[src/hdl/regulator_control_pkg.sv]
// Constants for the regulator control register bank.
package regulator_control_pkg;
  // ==========================================================================
  // Register location
  localparam logic [7:0] REG_ADDR = 8'hC9;
  localparam logic [7:0] REG_PAGE = 8'h00;
  // ==========================================================================
  // Field positions
  localparam int OFF_BIT = 7;
  localparam int MUST_ZERO_BIT = 6;
  localparam int LEVEL_BIT = 4;
  localparam int HEADROOM_BIT = 0;
  // ==========================================================================
  // Reset values
  localparam logic [7:0] REG_RESET = 8'h10;
  localparam logic OFF_RESET = 1'h0;
  localparam logic LEVEL_RESET = 1'h1;
  // ==========================================================================
  // Interrupt enable bit position inside the extended enable/priority registers.
  localparam int IRQ_BIT = 0;
endpackage : regulator_control_pkg

[src/hdl/regulator_control_bank.sv]
// Special function register bank controlling the on-chip supply regulator.
`timescale 1ns/1ns
// Overview of operation
// - Bit 7 set turns regulator off.
// - Regulator enabled after any reset.
// - Bit 4 selects 2.1V or 2.6V, resets 1.
// - Bit 0 read-only headroom-loss flag, hardware cleared.
// - Enabled interrupt requested on headroom loss, priority selectable.
// - Interrupt follows condition, no pending flag.
// - Bit 6, 5, 3:1 read zero.
// - Register decodes at 0xC9, page 0x00.
module regulator_control_bank (
  // Clock and reset
  input wire logic clk_i,
  input wire logic rstn_i,
  // Special function register port
  input wire logic [7:0] sfr_addr_i,
  input wire logic [7:0] sfr_page_i,
  input wire logic sfr_wr_i,
  input wire logic [7:0] sfr_wdata_i,
  output logic [7:0] sfr_rdata_o,
  // Interrupt controller bits
  input wire logic headroom_irq_enable_i,
  input wire logic headroom_irq_priority_i,
  output logic headroom_irq_o,
  output logic headroom_irq_priority_o,
  // Analog regulator
  input wire logic headroom_loss_i,
  output logic regulator_off_o,
  output logic output_level_select_o
);
  // ==========================================================================
  // Register state
  logic regulator_off;
  logic output_level_select;
  logic sync_first;
  logic low_headroom_flag;
  logic irq;
  logic irq_prio;
  logic [7:0] rdata;
  logic next_regulator_off;
  logic next_output_level_select;
  logic next_irq;
  logic [7:0] next_rdata;
  logic next_sync_first;
  logic next_low_headroom_flag;
  logic next_irq_prio;
  logic hit;

  assign hit = (sfr_addr_i == regulator_control_pkg::REG_ADDR)
    && (sfr_page_i == regulator_control_pkg::REG_PAGE);

  always_comb
  begin
    next_regulator_off = regulator_off;
    next_output_level_select = output_level_select;
    if (sfr_wr_i && hit)
    begin
      next_regulator_off = sfr_wdata_i[regulator_control_pkg::OFF_BIT];
      next_output_level_select = sfr_wdata_i[regulator_control_pkg::LEVEL_BIT];
    end
    // The request is a live level so that nothing needs clearing to acknowledge it.
    next_irq = low_headroom_flag && headroom_irq_enable_i;
    // Only the second stage is read onward, so no decision sees a settling value.
    next_sync_first = headroom_loss_i;
    next_low_headroom_flag = sync_first;
    next_irq_prio = headroom_irq_priority_i;
    next_rdata = 8'h00;
    if (hit)
    begin
      next_rdata[regulator_control_pkg::OFF_BIT] = regulator_off;
      next_rdata[regulator_control_pkg::LEVEL_BIT] = output_level_select;
      next_rdata[regulator_control_pkg::HEADROOM_BIT] = low_headroom_flag;
    end
  end

  always_ff @(posedge clk_i)
  begin
    if (!rstn_i)
    begin
      regulator_off <= regulator_control_pkg::OFF_RESET;
      output_level_select <= regulator_control_pkg::LEVEL_RESET;
      sync_first <= 1'h0;
      low_headroom_flag <= 1'h0;
      irq <= 1'h0;
      irq_prio <= 1'h0;
      rdata <= 8'h00;
    end
    else
    begin
      regulator_off <= next_regulator_off;
      output_level_select <= next_output_level_select;
      // Two-stage synchroniser; the analog detector is asynchronous.
      sync_first <= next_sync_first;
      low_headroom_flag <= next_low_headroom_flag;
      irq <= next_irq;
      irq_prio <= next_irq_prio;
      rdata <= next_rdata;
    end
  end

  assign sfr_rdata_o = rdata;
  assign headroom_irq_o = irq;
  assign headroom_irq_priority_o = irq_prio;
  assign regulator_off_o = regulator_off;
  assign output_level_select_o = output_level_select;
endmodule : regulator_control_bank

[config.mk]
export PLATFORM = sky130hd
export DESIGN_NAME = regulator_control_bank
export DESIGN_NICKNAME = d
export VERILOG_FILES = /design/src/hdl/regulator_control_pkg.sv /design/src/hdl/regulator_control_bank.sv
export SDC_FILE = /design/constraint.sdc
export NUM_CORES = 1
export LEC_CHECK = 0
export BUFFER_PORTS_ARGS = -buffer_cell sky130_fd_sc_hd__buf_4
export CAP_MARGIN = 20
export CORE_AREA = 2 2 39 41
export CTS_CLUSTER_DIAMETER = 30
export DETAILED_ROUTE_END_ITERATION = 7
export DIE_AREA = 0 0 41 43
export GPL_TIMING_DRIVEN = 0
export PLACE_DENSITY = 0.7
export SETUP_SLACK_MARGIN = 0.5
export SLEW_MARGIN = 20
export SYNTH_ARGS = -nofsm -noshare
export SYNTH_HDL_FRONTEND = slang
export SYNTH_SLANG_ARGS = --single-unit
export TNS_END_PERCENT = 30
[constraint.sdc]
create_clock -name clk_i -period 2.64 [get_ports clk_i]
set_input_delay 0.792 -clock clk_i [delete_from_list [all_inputs] [get_ports clk_i]]
set_output_delay 0.792 -clock clk_i [all_outputs]
set_load 0.01 [all_outputs]
==> impl_metrics.json, run 1 <==
{
  "synth_mux_area_share_pct": 0,
  "pin_count": 42,
  "rr_worst_depth": 2,
  "cts_tree": "yes",
  "setup_viol": 0,
  "track_usage_pct": 11.9,
  "numCtsBuffers": 3,
  "place_congestion": 0.652,
  "syn_area_um2": 394,
  "cpMaxStageDelayCell": "dfxtp_1",
  "worstSkewPairLatency_ps": 250,
  "rrSetupSlack_ps": 2040,
  "clock_sinks": 9,
  "synth-compound-area-share_pct": 5.71,
  "clock_skew_ps": 0.0995,
  "crit_path_end_kind": "primary output",
  "r2r-start": "output_level_select_o",
  "crit_cells": 1,
  "status": "finished clean",
  "area_delta_synth_final_pct": 72.7,
  "layout_min_cycle_time_ps": 1500,
  "route.detailed.drc": 0,
  "worstReg2RegEnd": "output_level_select_o",
  "core_region_area_um2": 1380,
  "hold_violations": 0,
  "avgSynthCellArea_um2": 11.3,
  "place_ws_ps": 878,
  "antenna_found_initial": 0,
  "path_max_fanout": 3,
  "hp-class": "reg -> reg",
  "post_cts_resized": 0,
  "slew_viol_final": 0,
  "die_w_um": 41,
  "arrival_ps": 710,
  "synth_warnings": 0,
  "worst-path-buf-inv": 1,
  "slowest_delay_ps": 340,
  "regArea_um2": 180,
  "initial_utilization_pct": 28.5,
  "crit_path_start": "output_level_select_o",
  "crit_end": "output_level_select_o",
  "cts-htree-levels": 1,
  "vdd_drop_max_uv": 120,
  "grt_pass1_vias": 349,
  "rows": 14,
  "fin_nets": 104,
  "grt_pass1_wl_um": 1360,
  "final_layout_size_suffix_gt1_share_pct": 61.6,
  "synth_fa_ha_area_share_pct": 0,
  "post_cts.repair.setup_buffers": 0,
  "start_kind": "register",
  "routedWlPerCell_um": 9.70,
  "worstSetupPathType": "reg -> out",
  "cts-root-buf": "clkbuf_4",
  "cp.required_ps": 1850,
  "overflow": 0,
  "powerDensity_nw_per_um2": 422,
  "rsz0062_at_grt": "no",
  "synthCells": 35,
  "yosys.cell_types.count": 18,
  "viasPerCell": 4.27,
  "synth-simple-area-share_pct": 37.1,
  "fin_ws_ps": 1140,
  "total_power_mw": 0.287,
  "antenna_cells": 0,
  "dr.first_iter.drc_count": 4,
  "crit_chain": "buf_4",
  "clk_pin_slew_ps": 60,
  "yosysSeqAreaShare_pct": 45.7,
  "fin_util_pct": 49.2,
  "dpl.hpwl_um": 759,
  "fillers": 137,
  "synth_top_family_by_area": "simple AND/OR/NAND/NOR gates",
  "drt_first_pass_iters": 4,
  "drv_cap": 0,
  "wirelength_um": 863,
  "multi_input_area_um2": 188,
  "ctsHoldBuffers": 0,
  "synth_xor_area_share_pct": 0,
  "grt_max_degree": 10,
  "fmax_mhz": 665,
  "die_area_um2": 1760,
  "cts.path.max_buffers": 2,
  "ys_ff_latch": 9,
  "port_buffers": 30,
  "dieHeight_um": 43,
  "ant_nets": 0,
  "setup_tns_ps": 0,
  "path_delay_family": "flip-flops",
  "vias": 380,
  "period_share_pct": 57.0,
  "power.leakage_nw": 0.342
}
==> cell usage in the layout, fill, tap and decap left out, types with 2 or more instances in the layout <==
master / netlist / routed
buf_4: 5 / 35
nor4_4: 2 / 2
clkbuf_4: 0 / 3
and3_1: 2 / 2
and2_1: 3 / 3
conb_1: 1 / 5
and3_2: 2 / 2
dfxtp_1: 9 / 9
==> routing by layer <==
metal / global-route usage [%] / vias up / part of all wire, %
met3: 3.14 / 2 / 8.7
li1: - / 191 / -
met2: 21.3 / 21 / 58
met4: 8.00 / 0 / 1.5
met1: 10.4 / 166 / 32
met5: 0 / - / 0
==> worst min path at each step <==
stage / depth (start not counted) / startpoint / end
floorplan: 1 / next_low_headroom_flag / low_headroom_flag
global placement: 1 / next_low_headroom_flag / low_headroom_flag
detailed placement: 1 / next_low_headroom_flag / low_headroom_flag
CTS: 1 / next_low_headroom_flag / low_headroom_flag
global route: 1 / next_low_headroom_flag / low_headroom_flag
finish: 1 / next_low_headroom_flag / low_headroom_flag
==> Yosys cell counts (all sizes together) <==
library cell  n  area (um^2)
nand3         1         10.0
and4bb        2         25.0
nor3          1         5.00
buf           5         37.5
dfxtp         9          180
o21ai         2         10.0
nand4         1         6.26
conb          1         3.75
and3          4         27.5
a21boi        1         7.51
and2          3         18.8
nor4          2         42.5
inv           1         3.75
a21oi         1         5.00
and4          1         11.3
==> where the power goes <==
group	switching [mW]	internal, mW
combinational	0.0161	0.0317
sequential	0.000649	0.138
clock	0.0425	0.0579
==> area by class of cell <==
class                      instances  share of cell area [%]
inverter                           1                   0.551
sequential                         9                    26.5
buffer                             5                    5.51
clock buffer                       4                    3.86
tap                               16                    2.94
timing repair buffer              30                    33.1
multi-input combinational         24                    27.6
==> flip-flops by register name (all words and copies together) (netlist names) <==
register / cells
headroom_irq_o: 1
headroom_irq_priority_o: 1
output_level_select_o: 1
next_low_headroom_flag: 1
regulator_off_o: 1
sfr_rdata_o: 3
low_headroom_flag: 1
==> stage by stage <==
step	hold slack, ps	instance area (um^2)	std cells
after detailed placement	427	654	85
after global routing	473	681	89
after CTS	441	681	89
final	442	681	89
after floorplan	412	409	39
after global placement	420	654	85
==> cells by family after synthesis <==
group,after synthesis
buffers and inverters,6
AOI/OAI and AO/OA,4
other,1
and+or+nand+nor,15
DFF,9
(Power assumes the default switching activity.)
==> run 2, diff against run 1 <==
- ABC_AREA: default -> 1
- CORE_AREA: 2 2 39 41 -> 2 2 40 42
- DIE_AREA: 0 0 41 43 -> 0 0 42 44
- PLACE_DENSITY: 0.7 -> 0.72
- clock period: 2.64 -> 1.4 ns (I/O delays scaled with it)
==> run 2 against run 1 <==
Compared with the run above:
- synthesized cell count increased by 110%
- sequential cell count did not move
- area after synthesis increased by 15%
- register-to-register slack worse by 1300 ps
- wire length up 17%
- critical path type unchanged
- critical endpoint unchanged
- largest power group unchanged
==> impl_metrics.json, run 2 <==
{
  "yosysSeqAreaShare_pct": 39.8,
  "rrSetupSlack_ps": 730,
  "rows": 14,
  "ctsHoldBuffers": 0,
  "port_buffers": 30,
  "fillers": 147,
  "grt_max_degree": 8,
  "dieHeight_um": 44,
  "ys_ff_latch": 9,
  "fin_nets": 143,
  "die_w_um": 42,
  "hold_violations": 0,
  "syn_area_um2": 453,
  "synth_warnings": 0,
  "synthTopCellsByCount": "22 x nor2_1, 16 x nand2_1, 13 x inv_1",
  "mostFrequentLayoutCell": "buf_4",
  "cts.path.max_buffers": 2,
  "synth_ff_type": "dfxtp_1",
  "path_delay_family": "flip-flops",
  "wirelength_um": 1010,
  "numCtsBuffers": 3,
  "final_layout_size_suffix_gt1_share_pct": 40.2,
  "worstHoldStart": "headroom_loss_i",
  "place_congestion": 0.775,
  "synth_top_cell_area_share_pct": 39.8,
  "hp-class": "in -> reg",
  "status": "finished clean",
  "synthMostInstantiatedCell": "nor2_1",
  "dpl.hpwl_um": 848,
  "setup_tns_ps": 0,
  "cts_tree": "yes",
  "track_usage_pct": 11.9,
  "die_area_um2": 1850,
  "period_share_pct": 79.4,
  "power.leakage_nw": 0.435,
  "final_cell_mix": "32 x buf_4, 22 x nor2_1, 16 x nand2_1",
  "vias": 497,
  "pin_count": 42,
  "arrival_ps": 690,
  "largest_reg_flops": 3,
  "slew_viol_final": 0,
  "crit_chain": "buf_6",
  "path_max_fanout": 2,
  "area_delta_synth_final_pct": 69.3,
  "worstSkewPairLatency_ps": 250,
  "clk_pin_slew_ps": 60,
  "synth_top_cell_by_area": "dfxtp_1",
  "drv_cap": 0,
  "synthArstFlopShare_pct": 0,
  "initial_utilization_pct": 31.9,
  "fmax_mhz": 899,
  "slowest_delay_ps": 320,
  "cpMaxStageDelayCell": "dfxtp_2",
  "powerDensity_nw_per_um2": 728,
  "core_region_area_um2": 1420,
  "setup_viol": 0,
  "route.detailed.drc": 0,
  "start_kind": "register",
  "yosys.cell_types.count": 9,
  "drt_first_pass_iters": 3,
  "worstSetupPathType": "reg -> out",
  "fin_ws_ps": 288,
  "layout_min_cycle_time_ps": 1110,
  "cts-root-buf": "clkbuf_4",
  "whs_endpoint": "next_low_headroom_flag",
  "rr_worst_depth": 3,
  "crit_path_end_kind": "primary output",
  "grt_pass1_wl_um": 1630,
  "rsz0062_at_grt": "yes",
  "hold_ws_ps": 343,
  "viasPerCell": 3.88,
  "min_path_cells": 3,
  "synth_edf_count": 0,
  "synth_area_leaders": "dfxtp_1 40%, nor2_1 18%, nand2_1 13%",
  "routedWlPerCell_um": 7.88,
  "dr.first_iter.drc_count": 9,
  "cts-htree-levels": 1,
  "r2r-start": "output_level_select_o",
  "ant_nets": 0,
  "antenna_found_initial": 0,
  "grt_pass1_vias": 435,
  "avgSynthCellArea_um2": 6.20,
  "place_ws_ps": 221,
  "overflow": 0,
  "worstReg2RegEnd": "output_level_select_o",
  "cp.required_ps": 980,
  "clock_skew_ps": 1.87,
  "synthCells": 73,
  "antenna_cells": 0,
  "worst-path-buf-inv": 1,
  "vdd_drop_max_uv": 397,
  "clock_sinks": 9
}
-- run 2: cell count changes after synthesis, sizes merged, moves of 2 or more --
cell    delta
nand3      +2
inv       +12
nor2      +24
nor4       -2
and4bb     -2
and2       -3
o21ai      -2
and3       -4
nand2     +16
-- run 2: routing by layer --
layer	share of wire [%]	global-route usage [%]	up-vias	wire length (um)
met5	0	0	-	0
met3	6.7	2.50	0	68
met2	52	21.3	19	525
li1	-	-	281	-
met1	41	12.8	197	415
met4	0	7.74	0	0
-- run 2: cell families (layout without fill, tap and decap cells) --
group | Yosys count | in the layout | synth area share [%]
buffers and inverters | 18 | 53 | 19.1
flip-flops | 9 | 9 | 39.8
other | 1 | 5 | 0.828
AND/OR/NAND/NOR | 45 | 45 | 40.3
-- run 2: through the flow --
step	cell area, um^2	instances	total power [mW]	util (%)
4_1_cts	762	128	0.566	53.7
5_1_grt	767	128	0.588	54.1
6_report	767	128	0.559	54.1
3_5_place_dp	713	123	0.369	50.3
3_3_place_gp	713	123	0.367	50.3
2_1_floorplan	468	77	0.307	-
-- run 2: cell type report --
| class | instances | area (um^2) | share of cell area (%) |
|---|---|---|---|
| plain buffers | 5 | 37.5 | 4.89 |
| clock buffers | 4 | 26.3 | 3.43 |
| inverters | 13 | 48.8 | 6.36 |
| multi-input cells | 50 | 201 | 26.3 |
| flip-flops and latches | 9 | 185 | 24.1 |
| well taps | 16 | 20.0 | 2.61 |
| repair buffers | 31 | 248 | 32.3 |
-- run 2: worst max path at each step --
stage | endpoint | cells after the start | start | slack, ps
2_1_floorplan | output_level_select_o | 6 | sfr_page_i[5] | 410
3_3_place_gp | regulator_off_o | 8 | sfr_page_i[5] | 240
3_5_place_dp | regulator_off_o | 8 | sfr_page_i[3] | 220
4_1_cts | output_level_select_o | 1 | output_level_select_o | 280
5_1_grt | output_level_select_o | 1 | output_level_select_o | 260
6_report | output_level_select_o | 1 | output_level_select_o | 290
-- run 2: worst min-delay path, cell delays in order --
cell	delay [ps]
buf_4	80
nand2_1	40
inv_1	40
-- run 2: timing repair --
item,CTS,global route
setup endpoints to repair,8,12
buffers inserted,1,0
resized for setup,6,2
-- run 2: power breakdown --
part	total, mW	internal [mW]	switching [mW]	leakage [nW]
sequential	0.262	0.261	0.000973	0.0743
clock	0.195	0.110	0.0858	0.0150
combinational	0.102	0.0619	0.0397	0.345
==> run 3, diff against run 2 <==
- clock period: 1.4 -> 1.2 ns (I/O delays scaled with it)
==> run 3 against run 2 <==
Compared with the run above:
- via count is 3.6% higher
- count of clock-buffer cells in the layout unchanged
- largest cell class unchanged
- wire length rose by 3.6%
- design area is 1.3% higher
- sequential power rose by 16%
- critical path type unchanged
- critical endpoint unchanged
==> impl_metrics.json, run 3 (synthesis gave the netlist of run 2 again) <==
{
  "core_region_area_um2": 1420,
  "whs_endpoint": "next_low_headroom_flag",
  "fillers": 151,
  "dieHeight_um": 44,
  "power.leakage_nw": 0.435,
  "dpl.hpwl_um": 923,
  "die_w_um": 42,
  "rsz0062_at_grt": "yes",
  "setup_tns_ps": 0,
  "worstSkewPairLatency_ps": 260,
  "total_power_mw": 0.662,
  "dr.first_iter.drc_count": 4,
  "crit_path_end_kind": "primary output",
  "hold_violations": 0,
  "largest_reg_flops": 3,
  "rr_worst_depth": 3,
  "viasPerCell": 4.02,
  "worstReg2RegEnd": "output_level_select_o",
  "slowest_delay_ps": 330,
  "mostFrequentLayoutCell": "buf_4",
  "overflow": 0,
  "fin_nets": 143,
  "r2r-start": "output_level_select_o",
  "crit_chain": "buf_6",
  "clock_skew_ps": 6.79,
  "clock_sinks": 9,
  "port_buffers": 30,
  "hold_ws_ps": 275,
  "rrSetupSlack_ps": 510,
  "track_usage_pct": 12.5,
  "period_share_pct": 88.0,
  "cts-root-buf": "clkbuf_4",
  "worst-path-buf-inv": 1,
  "wirelength_um": 1050,
  "slew_viol_final": 0,
  "pin_count": 42,
  "final_cell_mix": "32 x buf_4, 20 x nor2_1, 16 x nand2_1",
  "multi_input_area_um2": 211,
  "place_congestion": 0.671,
  "arrival_ps": 700,
  "cts.path.max_buffers": 2,
  "die_area_um2": 1850,
  "drt_first_pass_iters": 2,
  "worstSetupPathType": "reg -> out",
  "dpl_cell_area_um2": 723,
  "fin_area_um2": 777,
  "setup_viol": 0,
  "route.detailed.drc": 0,
  "clk_pin_slew_ps": 60,
  "layout_min_cycle_time_ps": 1060,
  "vias": 515,
  "numCtsBuffers": 3,
  "final_layout_size_suffix_gt1_share_pct": 42.9,
  "cts_tree": "yes",
  "powerDensity_nw_per_um2": 852,
  "rows": 14,
  "fmax_mhz": 946,
  "fin_ws_ps": 143,
  "hp-class": "in -> reg",
  "path_delay_family": "flip-flops",
  "regArea_um2": 185,
  "drv_cap": 0,
  "initial_utilization_pct": 31.9,
  "path_max_fanout": 2,
  "cts-htree-levels": 1,
  "ant_nets": 0,
  "antenna_cells": 0,
  "place_ws_ps": 66.8,
  "vdd_drop_max_uv": 396,
  "grt_max_degree": 8,
  "grt_pass1_vias": 468,
  "status": "finished clean",
  "cp.required_ps": 840,
  "routedWlPerCell_um": 8.16,
  "area_delta_synth_final_pct": 71.5,
  "worstHoldStart": "headroom_loss_i",
  "cpMaxStageDelayCell": "dfxtp_2",
  "antenna_found_initial": 0,
  "start_kind": "register",
  "grt_pass1_wl_um": 1700,
  "min_path_cells": 3
}
[run 3: cell counts in the layout (fill, tap and decap cells not counted)]
No cell type changed its count.
[run 3: what timing repair did]
item | in CTS | in global routing
hold buffers | 0 | 0
setup endpoints to repair | 12 | 12
resized for setup | 6 | 2
setup buffers | 1 | 0
[run 3: per-layer routing]
metal | track usage (%) | wire length, um
met1 | 12.3 | 411
met2 | 22.8 | 529
met3 | 3.75 | 93
met4 | 7.74 | 10
met5 | 0 | 0
[run 3: layout make-up]
type / instances / share of cell area (%)
multi-input combinational: 50 / 27.2
tap: 16 / 2.58
buffer: 5 / 4.83
clock buffer: 4 / 3.38
timing repair buffer: 31 / 31.9
sequential: 9 / 23.8
inverter: 13 / 6.28
[run 3: where the power goes]
group	internal [mW]	switching, mW	leakage (nW)	total (mW)
Sequential	0.304	0.00123	0.0743	0.305
Combinational	0.0739	0.0490	0.346	0.123
Clock	0.128	0.106	0.0150	0.234
Total	0.506	0.156	0.435	0.662
[run 3: worst max-delay path by stage]
stage | startpoint | endpoint | slack [ps] | cells after the start
global route | output_level_select_o | output_level_select_o | 110 | 1
CTS | output_level_select_o | output_level_select_o | 130 | 1
floorplan | sfr_page_i[1] | output_level_select_o | 280 | 6
finish | output_level_select_o | output_level_select_o | 140 | 1
global placement | sfr_page_i[3] | regulator_off_o | 100 | 7
detailed placement | sfr_page_i[3] | output_level_select_o | 70 | 7
[run 3: metrics by stage]
stage	cells	utilization [%]
finish	128	54.8
global route	128	54.8
CTS	128	54.4
detailed placement	123	51.0
global placement	123	51.0
floorplan	77	-
